--- config.mk ---
export PLATFORM = sky130hd
export DESIGN_NAME = cbb_bias_ctrl
export DESIGN_NICKNAME = d
export VERILOG_FILES = /design/src/cbb_pkg.sv /design/src/cbb_silence_timer.sv /design/src/cbb_wake_detect.sv /design/src/cbb_bias_ctrl.sv
export SDC_FILE = /design/constraint.sdc
export NUM_CORES = 1
export LEC_CHECK = 0
export ABC_AREA = 1
export BUFFER_PORTS_ARGS = -buffer_cell sky130_fd_sc_hd__buf_2
export CORE_UTILIZATION = 52
export CTS_CLUSTER_DIAMETER = 200
export DETAILED_ROUTE_END_ITERATION = 6
export GPL_TIMING_DRIVEN = 0
export PLACE_DENSITY = 0.86
export SLEW_MARGIN = 40
export SYNTH_ARGS = -nofsm -noshare
export SYNTH_HDL_FRONTEND = slang
export SYNTH_SLANG_ARGS = --single-unit
export TNS_END_PERCENT = 50
--- constraint.sdc ---
create_clock -name clk -period 2.1 [get_ports clk]
set_clock_uncertainty 0.05 [all_clocks]
set_input_delay 0.42 -clock clk [delete_from_list [all_inputs] [get_ports clk]]
set_output_delay 0.42 -clock clk [all_outputs]
set_load 0.01 [all_outputs]
--- src/cbb_pkg.sv ---
// Shared constants, types and decoders for the CAN bus-bias controller
package cbb_pkg;

   // ----------
   // Timing
   // ----------
   localparam int unsigned CLK_PERIOD_NS = 100;
   localparam int unsigned SILENCE_TIME_NS = 1_000_000;
   localparam int unsigned SILENCE_CYC =
      (SILENCE_TIME_NS + CLK_PERIOD_NS - 1) / CLK_PERIOD_NS;
   localparam int unsigned WAKE_FILTER_TIME_NS = 1_000;
   localparam int unsigned WAKE_FILTER_CYC =
      (WAKE_FILTER_TIME_NS + CLK_PERIOD_NS - 1) / CLK_PERIOD_NS;

   // ----------
   // Register map
   // ----------
   localparam logic [3:0] ADDR_CTRL = 4'h0;
   localparam logic [3:0] ADDR_STATUS = 4'h4;
   localparam int unsigned CTRL_MODE_LSB = 0;
   localparam int unsigned STAT_BIAS_LSB = 0;
   localparam int unsigned STAT_WAKE_BIT = 2;
   localparam int unsigned STAT_BLOCK_BIT = 3;
   localparam int unsigned STAT_SILENT_BIT = 4;
   localparam int unsigned STAT_DRIVE_BIT = 5;

   // ----------
   // Types
   // ----------
   typedef enum logic [1:0] {
      BIAS_OFF = 2'b00,
      BIAS_AUTO_INACT = 2'b01,
      BIAS_AUTO_ACT = 2'b10,
      BIAS_ACTIVE = 2'b11
   } cbb_bias_t;

   typedef enum logic [2:0] {
      MODE_NORMAL = 3'b000,
      MODE_SILENT = 3'b001,
      MODE_STANDBY = 3'b010,
      MODE_GO_SLEEP = 3'b011,
      MODE_SLEEP = 3'b100
   } cbb_mode_t;

   localparam logic [2:0] CTRL_MODE_RESET = MODE_STANDBY;

   // ----------
   // Mode decoders
   // ----------
   function automatic logic is_normal(input logic [2:0] m);
      return m == MODE_NORMAL;
   endfunction

   function automatic logic is_on_mode(input logic [2:0] m);
      return (m == MODE_NORMAL) || (m == MODE_SILENT);
   endfunction

   // Unknown codes count as low power, the safe reading
   function automatic logic is_low_power(input logic [2:0] m);
      return !is_on_mode(m);
   endfunction

endpackage

--- src/cbb_silence_timer.sv ---
// Bus-silence timer: counts idle cycles, restarts on activity
`timescale 1ns/1ps
`default_nettype none
module cbb_silence_timer
   import cbb_pkg::*;
#(
   parameter int unsigned SILENCE_CYC = cbb_pkg::SILENCE_CYC
) (
   // Clock and reset
   input wire logic clk,
   input wire logic reset_n,
   // Bus monitor
   input wire logic bus_active,
   output logic expired
);

   localparam int CW = $clog2(SILENCE_CYC + 1);
   localparam logic [CW-1:0] LIMIT = CW'(SILENCE_CYC);

   logic [CW-1:0] cnt_q;

   always_ff @(posedge clk or negedge reset_n) begin
      if (!reset_n) begin
         cnt_q <= '0;
      end else if (bus_active) begin
         cnt_q <= '0;
      end else if (cnt_q != LIMIT) begin
         cnt_q <= cnt_q + 1'b1;
      end
   end

   assign expired = (cnt_q == LIMIT);
endmodule // cbb_silence_timer
`default_nettype wire

--- src/cbb_wake_detect.sv ---
// Remote wake pattern detector: dominant, recessive, dominant
`timescale 1ns/1ps
`default_nettype none
module cbb_wake_detect
   import cbb_pkg::*;
(
   // Clock and reset
   input wire logic clk,
   input wire logic reset_n,
   // Control and bus
   input wire logic enable,
   input wire logic bus_dom,
   // Result
   output logic wake_hit
);

   localparam int FW = $clog2(WAKE_FILTER_CYC + 1);
   localparam logic [FW-1:0] FLIM = FW'(WAKE_FILTER_CYC);

   typedef enum logic [1:0] {
      WK_IDLE = 2'b00,
      WK_WAIT_REC = 2'b01,
      WK_WAIT_DOM = 2'b10
   } cbb_wk_t;

   cbb_wk_t wk_q;
   logic lvl_q;
   logic [FW-1:0] run_q;
   logic filt_dom;
   logic filt_rec;

   // Run length of the current bus level, saturating at the filter
   always_ff @(posedge clk or negedge reset_n) begin
      if (!reset_n) begin
         lvl_q <= 1'b0;
         run_q <= '0;
      end else if (bus_dom != lvl_q) begin
         lvl_q <= bus_dom;
         run_q <= '0;
      end else if (run_q != FLIM) begin
         run_q <= run_q + 1'b1;
      end
   end

   assign filt_dom = lvl_q && (run_q == FLIM);
   assign filt_rec = !lvl_q && (run_q == FLIM);

   // Short glitches between phases never rewind the pattern
   always_ff @(posedge clk or negedge reset_n) begin
      if (!reset_n) begin
         wk_q <= WK_IDLE;
      end else if (!enable) begin
         wk_q <= WK_IDLE;
      end else begin
         unique case (wk_q)
            WK_IDLE: if (filt_dom) wk_q <= WK_WAIT_REC;
            WK_WAIT_REC: if (filt_rec) wk_q <= WK_WAIT_DOM;
            WK_WAIT_DOM: if (filt_dom) wk_q <= WK_IDLE;
            default: wk_q <= WK_IDLE;
         endcase
      end
   end

   assign wake_hit = enable && (wk_q == WK_WAIT_DOM) && filt_dom;
endmodule // cbb_wake_detect
`default_nettype wire

--- src/cbb_bias_ctrl.sv ---
// CAN bus-bias state control, driver gating and receive output
//
// Design decisions made here: the placing of the registers and the plain strobed port.
`timescale 1ns/1ps
`default_nettype none
module cbb_bias_ctrl
   import cbb_pkg::*;
#(
   parameter int unsigned SILENCE_CYC = cbb_pkg::SILENCE_CYC
) (
   // Clock and reset
   input wire logic clk,
   input wire logic reset_n,
   // Register port
   input wire logic [3:0] reg_addr,
   input wire logic [31:0] reg_wdata,
   input wire logic reg_wr,
   input wire logic reg_rd,
   output logic [31:0] reg_rdata,
   // Supply monitors
   input wire logic batt_uv_fall,
   input wire logic batt_uv_rise,
   input wire logic xcvr_supply_uv_fall,
   input wire logic xcvr_supply_uv_rise,
   input wire logic io_supply_uv_fall,
   input wire logic io_supply_uv_rise,
   // Protocol controller side
   input wire logic tx_data,
   output logic rx_data,
   // Bus side
   input wire logic bus_dom_in,
   output logic canh_out,
   output logic canh_oe,
   output logic canl_out,
   output logic canl_oe,
   // Bias status
   output logic [1:0] bias_state,
   output logic bias_gnd,
   output logic bias_mid,
   output logic bias_half,
   output logic bus_float
);

   // ----------
   // Declarations
   // ----------
   cbb_bias_t state_q;
   cbb_bias_t state_d;
   logic [2:0] mode_q;
   logic [2:0] prev_mode_q;
   logic tx_block_q;
   logic wake_pend_q;
   logic drv_dom_q;
   logic rx_data_q;
   logic [31:0] rdata_q;
   logic sup_ok;
   logic sup_uv;
   logic low_pwr;
   logic active_rx;
   logic bus_dom_rx;
   logic silence_exp;
   logic wake_hit;
   logic wake_en;
   logic leave_stby;

   assign low_pwr = is_low_power(mode_q);
   assign sup_uv = xcvr_supply_uv_fall || io_supply_uv_fall;
   assign sup_ok = xcvr_supply_uv_rise && io_supply_uv_rise && !sup_uv;

   // ----------
   // Register port
   // ----------
   always_ff @(posedge clk or negedge reset_n) begin
      if (!reset_n) begin
         mode_q <= CTRL_MODE_RESET;
      end else if (reg_wr && reg_addr == ADDR_CTRL) begin
         mode_q <= reg_wdata[CTRL_MODE_LSB +: 3];
      end
   end

   // Read data stands only in the cycle after the strobe
   always_ff @(posedge clk or negedge reset_n) begin
      if (!reset_n) begin
         rdata_q <= 32'h0000_0000;
      end else begin
         rdata_q <= 32'h0000_0000;
         if (reg_rd && reg_addr == ADDR_CTRL) begin
            rdata_q[CTRL_MODE_LSB +: 3] <= mode_q;
         end else if (reg_rd && reg_addr == ADDR_STATUS) begin
            rdata_q[STAT_BIAS_LSB +: 2] <= state_q;
            rdata_q[STAT_WAKE_BIT] <= wake_pend_q;
            rdata_q[STAT_BLOCK_BIT] <= tx_block_q;
            rdata_q[STAT_SILENT_BIT] <= silence_exp;
            rdata_q[STAT_DRIVE_BIT] <= drv_dom_q;
         end
      end
   end

   assign reg_rdata = rdata_q;

   // ----------
   // Bus monitor
   // ----------
   // Own drive is folded in so that wired dominant wins over recessive
   assign bus_dom_rx = bus_dom_in || drv_dom_q;

   cbb_silence_timer #(
      .SILENCE_CYC(SILENCE_CYC)
   ) u_silence (
      .clk(clk),
      .reset_n(reset_n),
      .bus_active(bus_dom_rx),
      .expired(silence_exp)
   );

   assign wake_en = low_pwr && (state_q != BIAS_OFF);

   cbb_wake_detect u_wake (
      .clk(clk),
      .reset_n(reset_n),
      .enable(wake_en),
      .bus_dom(bus_dom_rx),
      .wake_hit(wake_hit)
   );

   // ----------
   // Bias state machine
   // ----------
   always_comb begin
      state_d = state_q;
      unique case (state_q)
         BIAS_OFF: begin
            if (batt_uv_rise) state_d = BIAS_AUTO_INACT;
         end
         BIAS_AUTO_INACT: begin
            if (is_normal(mode_q) && sup_ok) begin
               state_d = BIAS_ACTIVE;
            end else if (is_on_mode(mode_q) && sup_uv) begin
               state_d = BIAS_AUTO_ACT;
            end else if (wake_hit) begin
               state_d = BIAS_AUTO_ACT;
            end
         end
         BIAS_AUTO_ACT: begin
            if (is_normal(mode_q) && sup_ok) begin
               state_d = BIAS_ACTIVE;
            end else if (low_pwr && silence_exp) begin
               state_d = BIAS_AUTO_INACT;
            end
         end
         BIAS_ACTIVE: begin
            if (sup_uv) begin
               state_d = BIAS_AUTO_ACT;
            end else if (low_pwr) begin
               state_d = silence_exp ? BIAS_AUTO_INACT
                                     : BIAS_AUTO_ACT;
            end
         end
      endcase
      if (batt_uv_fall) state_d = BIAS_OFF;
   end

   always_ff @(posedge clk or negedge reset_n) begin
      if (!reset_n) begin
         state_q <= BIAS_OFF;
      end else begin
         state_q <= state_d;
      end
   end

   assign bias_state = state_q;
   assign bus_float = (state_q == BIAS_OFF);
   assign bias_gnd = (state_q == BIAS_AUTO_INACT);
   assign bias_mid = (state_q == BIAS_AUTO_ACT);
   assign bias_half = (state_q == BIAS_ACTIVE);

   // ----------
   // Stuck-low transmit guard
   // ----------
   assign leave_stby = (prev_mode_q == MODE_STANDBY)
                       && (mode_q != MODE_STANDBY);

   always_ff @(posedge clk or negedge reset_n) begin
      if (!reset_n) begin
         prev_mode_q <= CTRL_MODE_RESET;
      end else begin
         prev_mode_q <= mode_q;
      end
   end

   // Released only once the input has been seen high again
   always_ff @(posedge clk or negedge reset_n) begin
      if (!reset_n) begin
         tx_block_q <= 1'b0;
      end else if (leave_stby && !tx_data) begin
         tx_block_q <= 1'b1;
      end else if (tx_data) begin
         tx_block_q <= 1'b0;
      end
   end

   // ----------
   // Driver
   // ----------
   always_ff @(posedge clk or negedge reset_n) begin
      if (!reset_n) begin
         drv_dom_q <= 1'b0;
      end else begin
         // Battery loss cuts the driver in the same edge as the state
         drv_dom_q <= (state_q == BIAS_ACTIVE) && is_normal(mode_q)
                      && !batt_uv_fall
                      && !tx_block_q && !tx_data;
      end
   end

   assign canh_out = 1'b1;
   assign canl_out = 1'b0;
   assign canh_oe = drv_dom_q;
   assign canl_oe = drv_dom_q;

   // ----------
   // Receiver and wake flag
   // ----------
   assign active_rx = (state_q == BIAS_ACTIVE) && is_on_mode(mode_q);

   // A wake in the clearing cycle is kept; set wins over clear
   always_ff @(posedge clk or negedge reset_n) begin
      if (!reset_n) begin
         wake_pend_q <= 1'b0;
      end else if (wake_hit) begin
         wake_pend_q <= 1'b1;
      end else if (is_normal(mode_q)) begin
         wake_pend_q <= 1'b0;
      end
   end

   always_ff @(posedge clk or negedge reset_n) begin
      if (!reset_n) begin
         rx_data_q <= 1'b1;
      end else if (active_rx) begin
         rx_data_q <= !bus_dom_rx;
      end else begin
         rx_data_q <= !wake_pend_q;
      end
   end

   assign rx_data = rx_data_q;
endmodule // cbb_bias_ctrl
`default_nettype wire

==> out/qor.txt <==
RR Endpoint - u_silence.cnt_q[1]
data required time of the worst path - 2.25 ns
class of the most critical setup path - reg -> reg
data arrival time at the worst-slack endpoint - 1.76 ns
Critical Path Source Type - flip-flop
post-detailed-route wirelength per cell - 10.5 µm
share of synthesized registers carrying an async set or reset - 100%
Port Buffers - 33
post-CTS resize count - 0
post-synthesis instance area - 2200 µm²
RSZ-0062 raised after global routing - no
largest vdd supply drop - 0.366 mV
placed instance area - 2530 µm²
y dimension of the die - 67.1 µm
post-synth cell types - 36
power per standard cell area - 686 nW/µm²
most used cells in the layout excluding fill and tap cells - 38 x sky130_fd_sc_hd__nand2_1, 37 x sky130_fd_sc_hd__inv_1, 36 x sky130_fd_sc_hd__dfrtp_1
fillers - 334
max-slew violation count - 0
share of post-route cells with drive strength above 1 - 28.4%
top-level I/O count - 91
FF+latch count, synth - 39
Layout area overhead - 18.5%
post-CTS setup buffers - 0
wire length of the first global-routing pass - 6920 µm
number of antenna-violating nets in the routed design - 0
flop-to-flop setup slack - 0.49 ns
final weighted congestion of routability-driven global placement - 0.864
Post-CTS Hold Buffers - 0
Min-Delay Path Class - in -> async
sequential cell area fraction in the yosys report - 44.4%
clock buffers created by TritonCTS - 5
insertion delay to the later sink of the worst-skew pair - 0.29 ns
Final Setup Violations - 0
vias post-DR - 1789
die outline area - 4500 µm²
final worst-path cycle share - 76.8%
maximum clock path buffer count - 2
worst path setup slack after routing - 0.488 ns
dominant register cell in the synthesized netlist - sky130_fd_sc_hd__dfrtp_1
total detailed-routing wirelength - 4050 µm
Clock H-tree levels - 2
result of the run - finished, final reports clean
summed area of non-filler cells in the final layout - 2610 µm²
Post-route DRC - 0
final hold viol count - 0
First DRT Iteration DRCs - 113
Core ar. - 4030 µm²
clk sinks - 39
via count of the first global-routing pass - 1623
minimum period implied by the final worst setup slack - 1.61 ns
GRT Residual Overflow - 0
kind of end point of the critical path - flip-flop
gate count of the mapped netlist - 267
fraction of post-synthesis cell area in the top cell type by area - 40.9%
clock edge transition at the registers on the reported setup and hold paths - 0.07 ns
root buffer selected by CTS - sky130_fd_sc_hd__clkbuf_8
Max-Cap Viols - 0
estimated wirelength of the detail-placed design - 3180 µm
leakage power of the design - 1.40 nW
ranking of synthesized cells by area - sky130_fd_sc_hd__dfrtp_1 41%, sky130_fd_sc_hd__buf_4 9.9%, sky130_fd_sc_hd__nand2_1 6.5%
beginning of the worst register-to-register path - u_silence.cnt_q[0]
Max Clk Rate - 620 MHz
largest fanout on the critical path - 3
maximum number of pins on one net before global-route repair - 40
final total negative setup slack - 0 ns
commonest non-fill, non-tap cell in the layout - sky130_fd_sc_hd__nand2_1
area leader, netlist - sky130_fd_sc_hd__dfrtp_1
Avg Inst Size Synth - 8.26 µm²
DRT Pass-1 Iters - 4
final layout net count - 385
clock tree from TritonCTS - done
starting density of the core - 54.7%
number of synthesized flops with an enable pin - 0
synth warn - 0
placement row count - 23
global-route usage over all layers - 20.7%
horizontal extent of the die - 67.1 µm
drt via density - 4.66
diodes inserted - 0
pre-CTS worst setup slack - 0.532 ns
antenna violations before repair - 0
path depth of the worst reg2reg path - 10
report_power, final:
part | switching (W) | internal (W) | total (W) | leakage, nW
Clock | 0.000245 | 0.000236 | 0.000480 | 0.0395
Combinational | 0.000274 | 0.000169 | 0.000443 | 0.848
Sequential | 0.0000551 | 0.000813 | 0.000869 | 0.511
Total | 0.000574 | 0.00122 | 0.00179 | 1.40
worst max-delay path, stage by stage (launching register included):
cell                      delay, ns
sky130_fd_sc_hd__dfrtp_1       0.41
sky130_fd_sc_hd__inv_1         0.11
sky130_fd_sc_hd__ha_1          0.15
sky130_fd_sc_hd__nand2_1       0.04
sky130_fd_sc_hd__inv_1         0.05
sky130_fd_sc_hd__nand2_1       0.04
sky130_fd_sc_hd__nor2_1        0.19
sky130_fd_sc_hd__nand2_1       0.14
sky130_fd_sc_hd__inv_1         0.10
sky130_fd_sc_hd__nand2_1       0.08
sky130_fd_sc_hd__o21ai_0       0.17
cell type report:
| type | instances | area [µm²] | share of cell area, % |
|---|---|---|---|
| Sequential cell | 39 | 980 | 37.5 |
| Multi-Input combinational cell | 182 | 942 | 36.1 |
| Buffer | 30 | 223 | 8.52 |
| Timing Repair Buffer | 33 | 168 | 6.42 |
| Inverter | 42 | 158 | 6.03 |
| Clock buffer | 8 | 80.1 | 3.07 |
| Tap cell | 50 | 62.6 | 2.39 |
sequential cells by signal (all words and copies together), names as in the netlist:
name	count
bias_state	2
canh_oe	1
mode_q	3
prev_mode_q	3
reg_rdata	6
rx_data	1
tx_block_q	1
u_silence.cnt_q	14
u_wake.lvl_q	1
u_wake.run_q	4
u_wake.wk_q	2
wake_pend_q	1
stage by stage:
step / std cells / total power, W / hold slack (ns) / util [%]
5_1_grt: 384 / 0.00191 / 0.0652 / 64.8
6_report: 384 / 0.00179 / 0.0458 / 64.8
3_3_place_gp: 376 / 0.00131 / 0.318 / 62.8
4_1_cts: 384 / 0.00180 / 0.0519 / 64.8
3_5_place_dp: 376 / 0.00132 / 0.321 / 62.9
2_1_floorplan: 293 / 0.00119 / 0.0744 / -
kinds of logic (layout without fill, tap and decap cells):
group	Yosys count	in the layout	synth area share [%]
xor gates and xnor gates	4	4	1.59
DFF	39	39	44.4
adders and majority gates	4	4	2.27
buffers and inverters	72	113	17.3
AOI/OAI and AO/OA	39	39	10.1
other	2	28	0.341
and+or+nand+nor	107	107	24.0
Yosys cell counts (4+ instances only):
cell and number:
sky130_fd_sc_hd__a21oi_1 16, sky130_fd_sc_hd__buf_4 29, sky130_fd_sc_hd__dfrtp_1 36, sky130_fd_sc_hd__ha_1 4
sky130_fd_sc_hd__inv_1 37, sky130_fd_sc_hd__inv_2 4, sky130_fd_sc_hd__nand2_1 38, sky130_fd_sc_hd__nand2_2 4
sky130_fd_sc_hd__nand3_1 7, sky130_fd_sc_hd__nor2_1 32, sky130_fd_sc_hd__nor2_2 6, sky130_fd_sc_hd__nor3_1 4
sky130_fd_sc_hd__o21ai_0 11, sky130_fd_sc_hd__o22ai_1 4
layer usage:
metal  share of wire, %  GRT usage (%)
met4                1.5           9.04
met3                5.5           6.51
met5                  0              0
met1                 45           25.3
met2                 48           33.4
worst max-delay path by stage:
stage | startpoint | to | slack (ns) | cells past startpoint
after floorplan | u_silence.cnt_q[0] | bias_state[0] | 0.72 | 11
final | u_silence.cnt_q[0] | u_silence.cnt_q[1] | 0.49 | 10
after global placement | u_silence.cnt_q[0] | bias_state[0] | 0.58 | 11
after global routing | u_silence.cnt_q[0] | u_silence.cnt_q[1] | 0.30 | 10
after CTS | u_silence.cnt_q[0] | u_silence.cnt_q[1] | 0.50 | 11
after detailed placement | u_silence.cnt_q[0] | u_silence.cnt_q[1] | 0.53 | 11
Power figures use the tool's default switching activity.
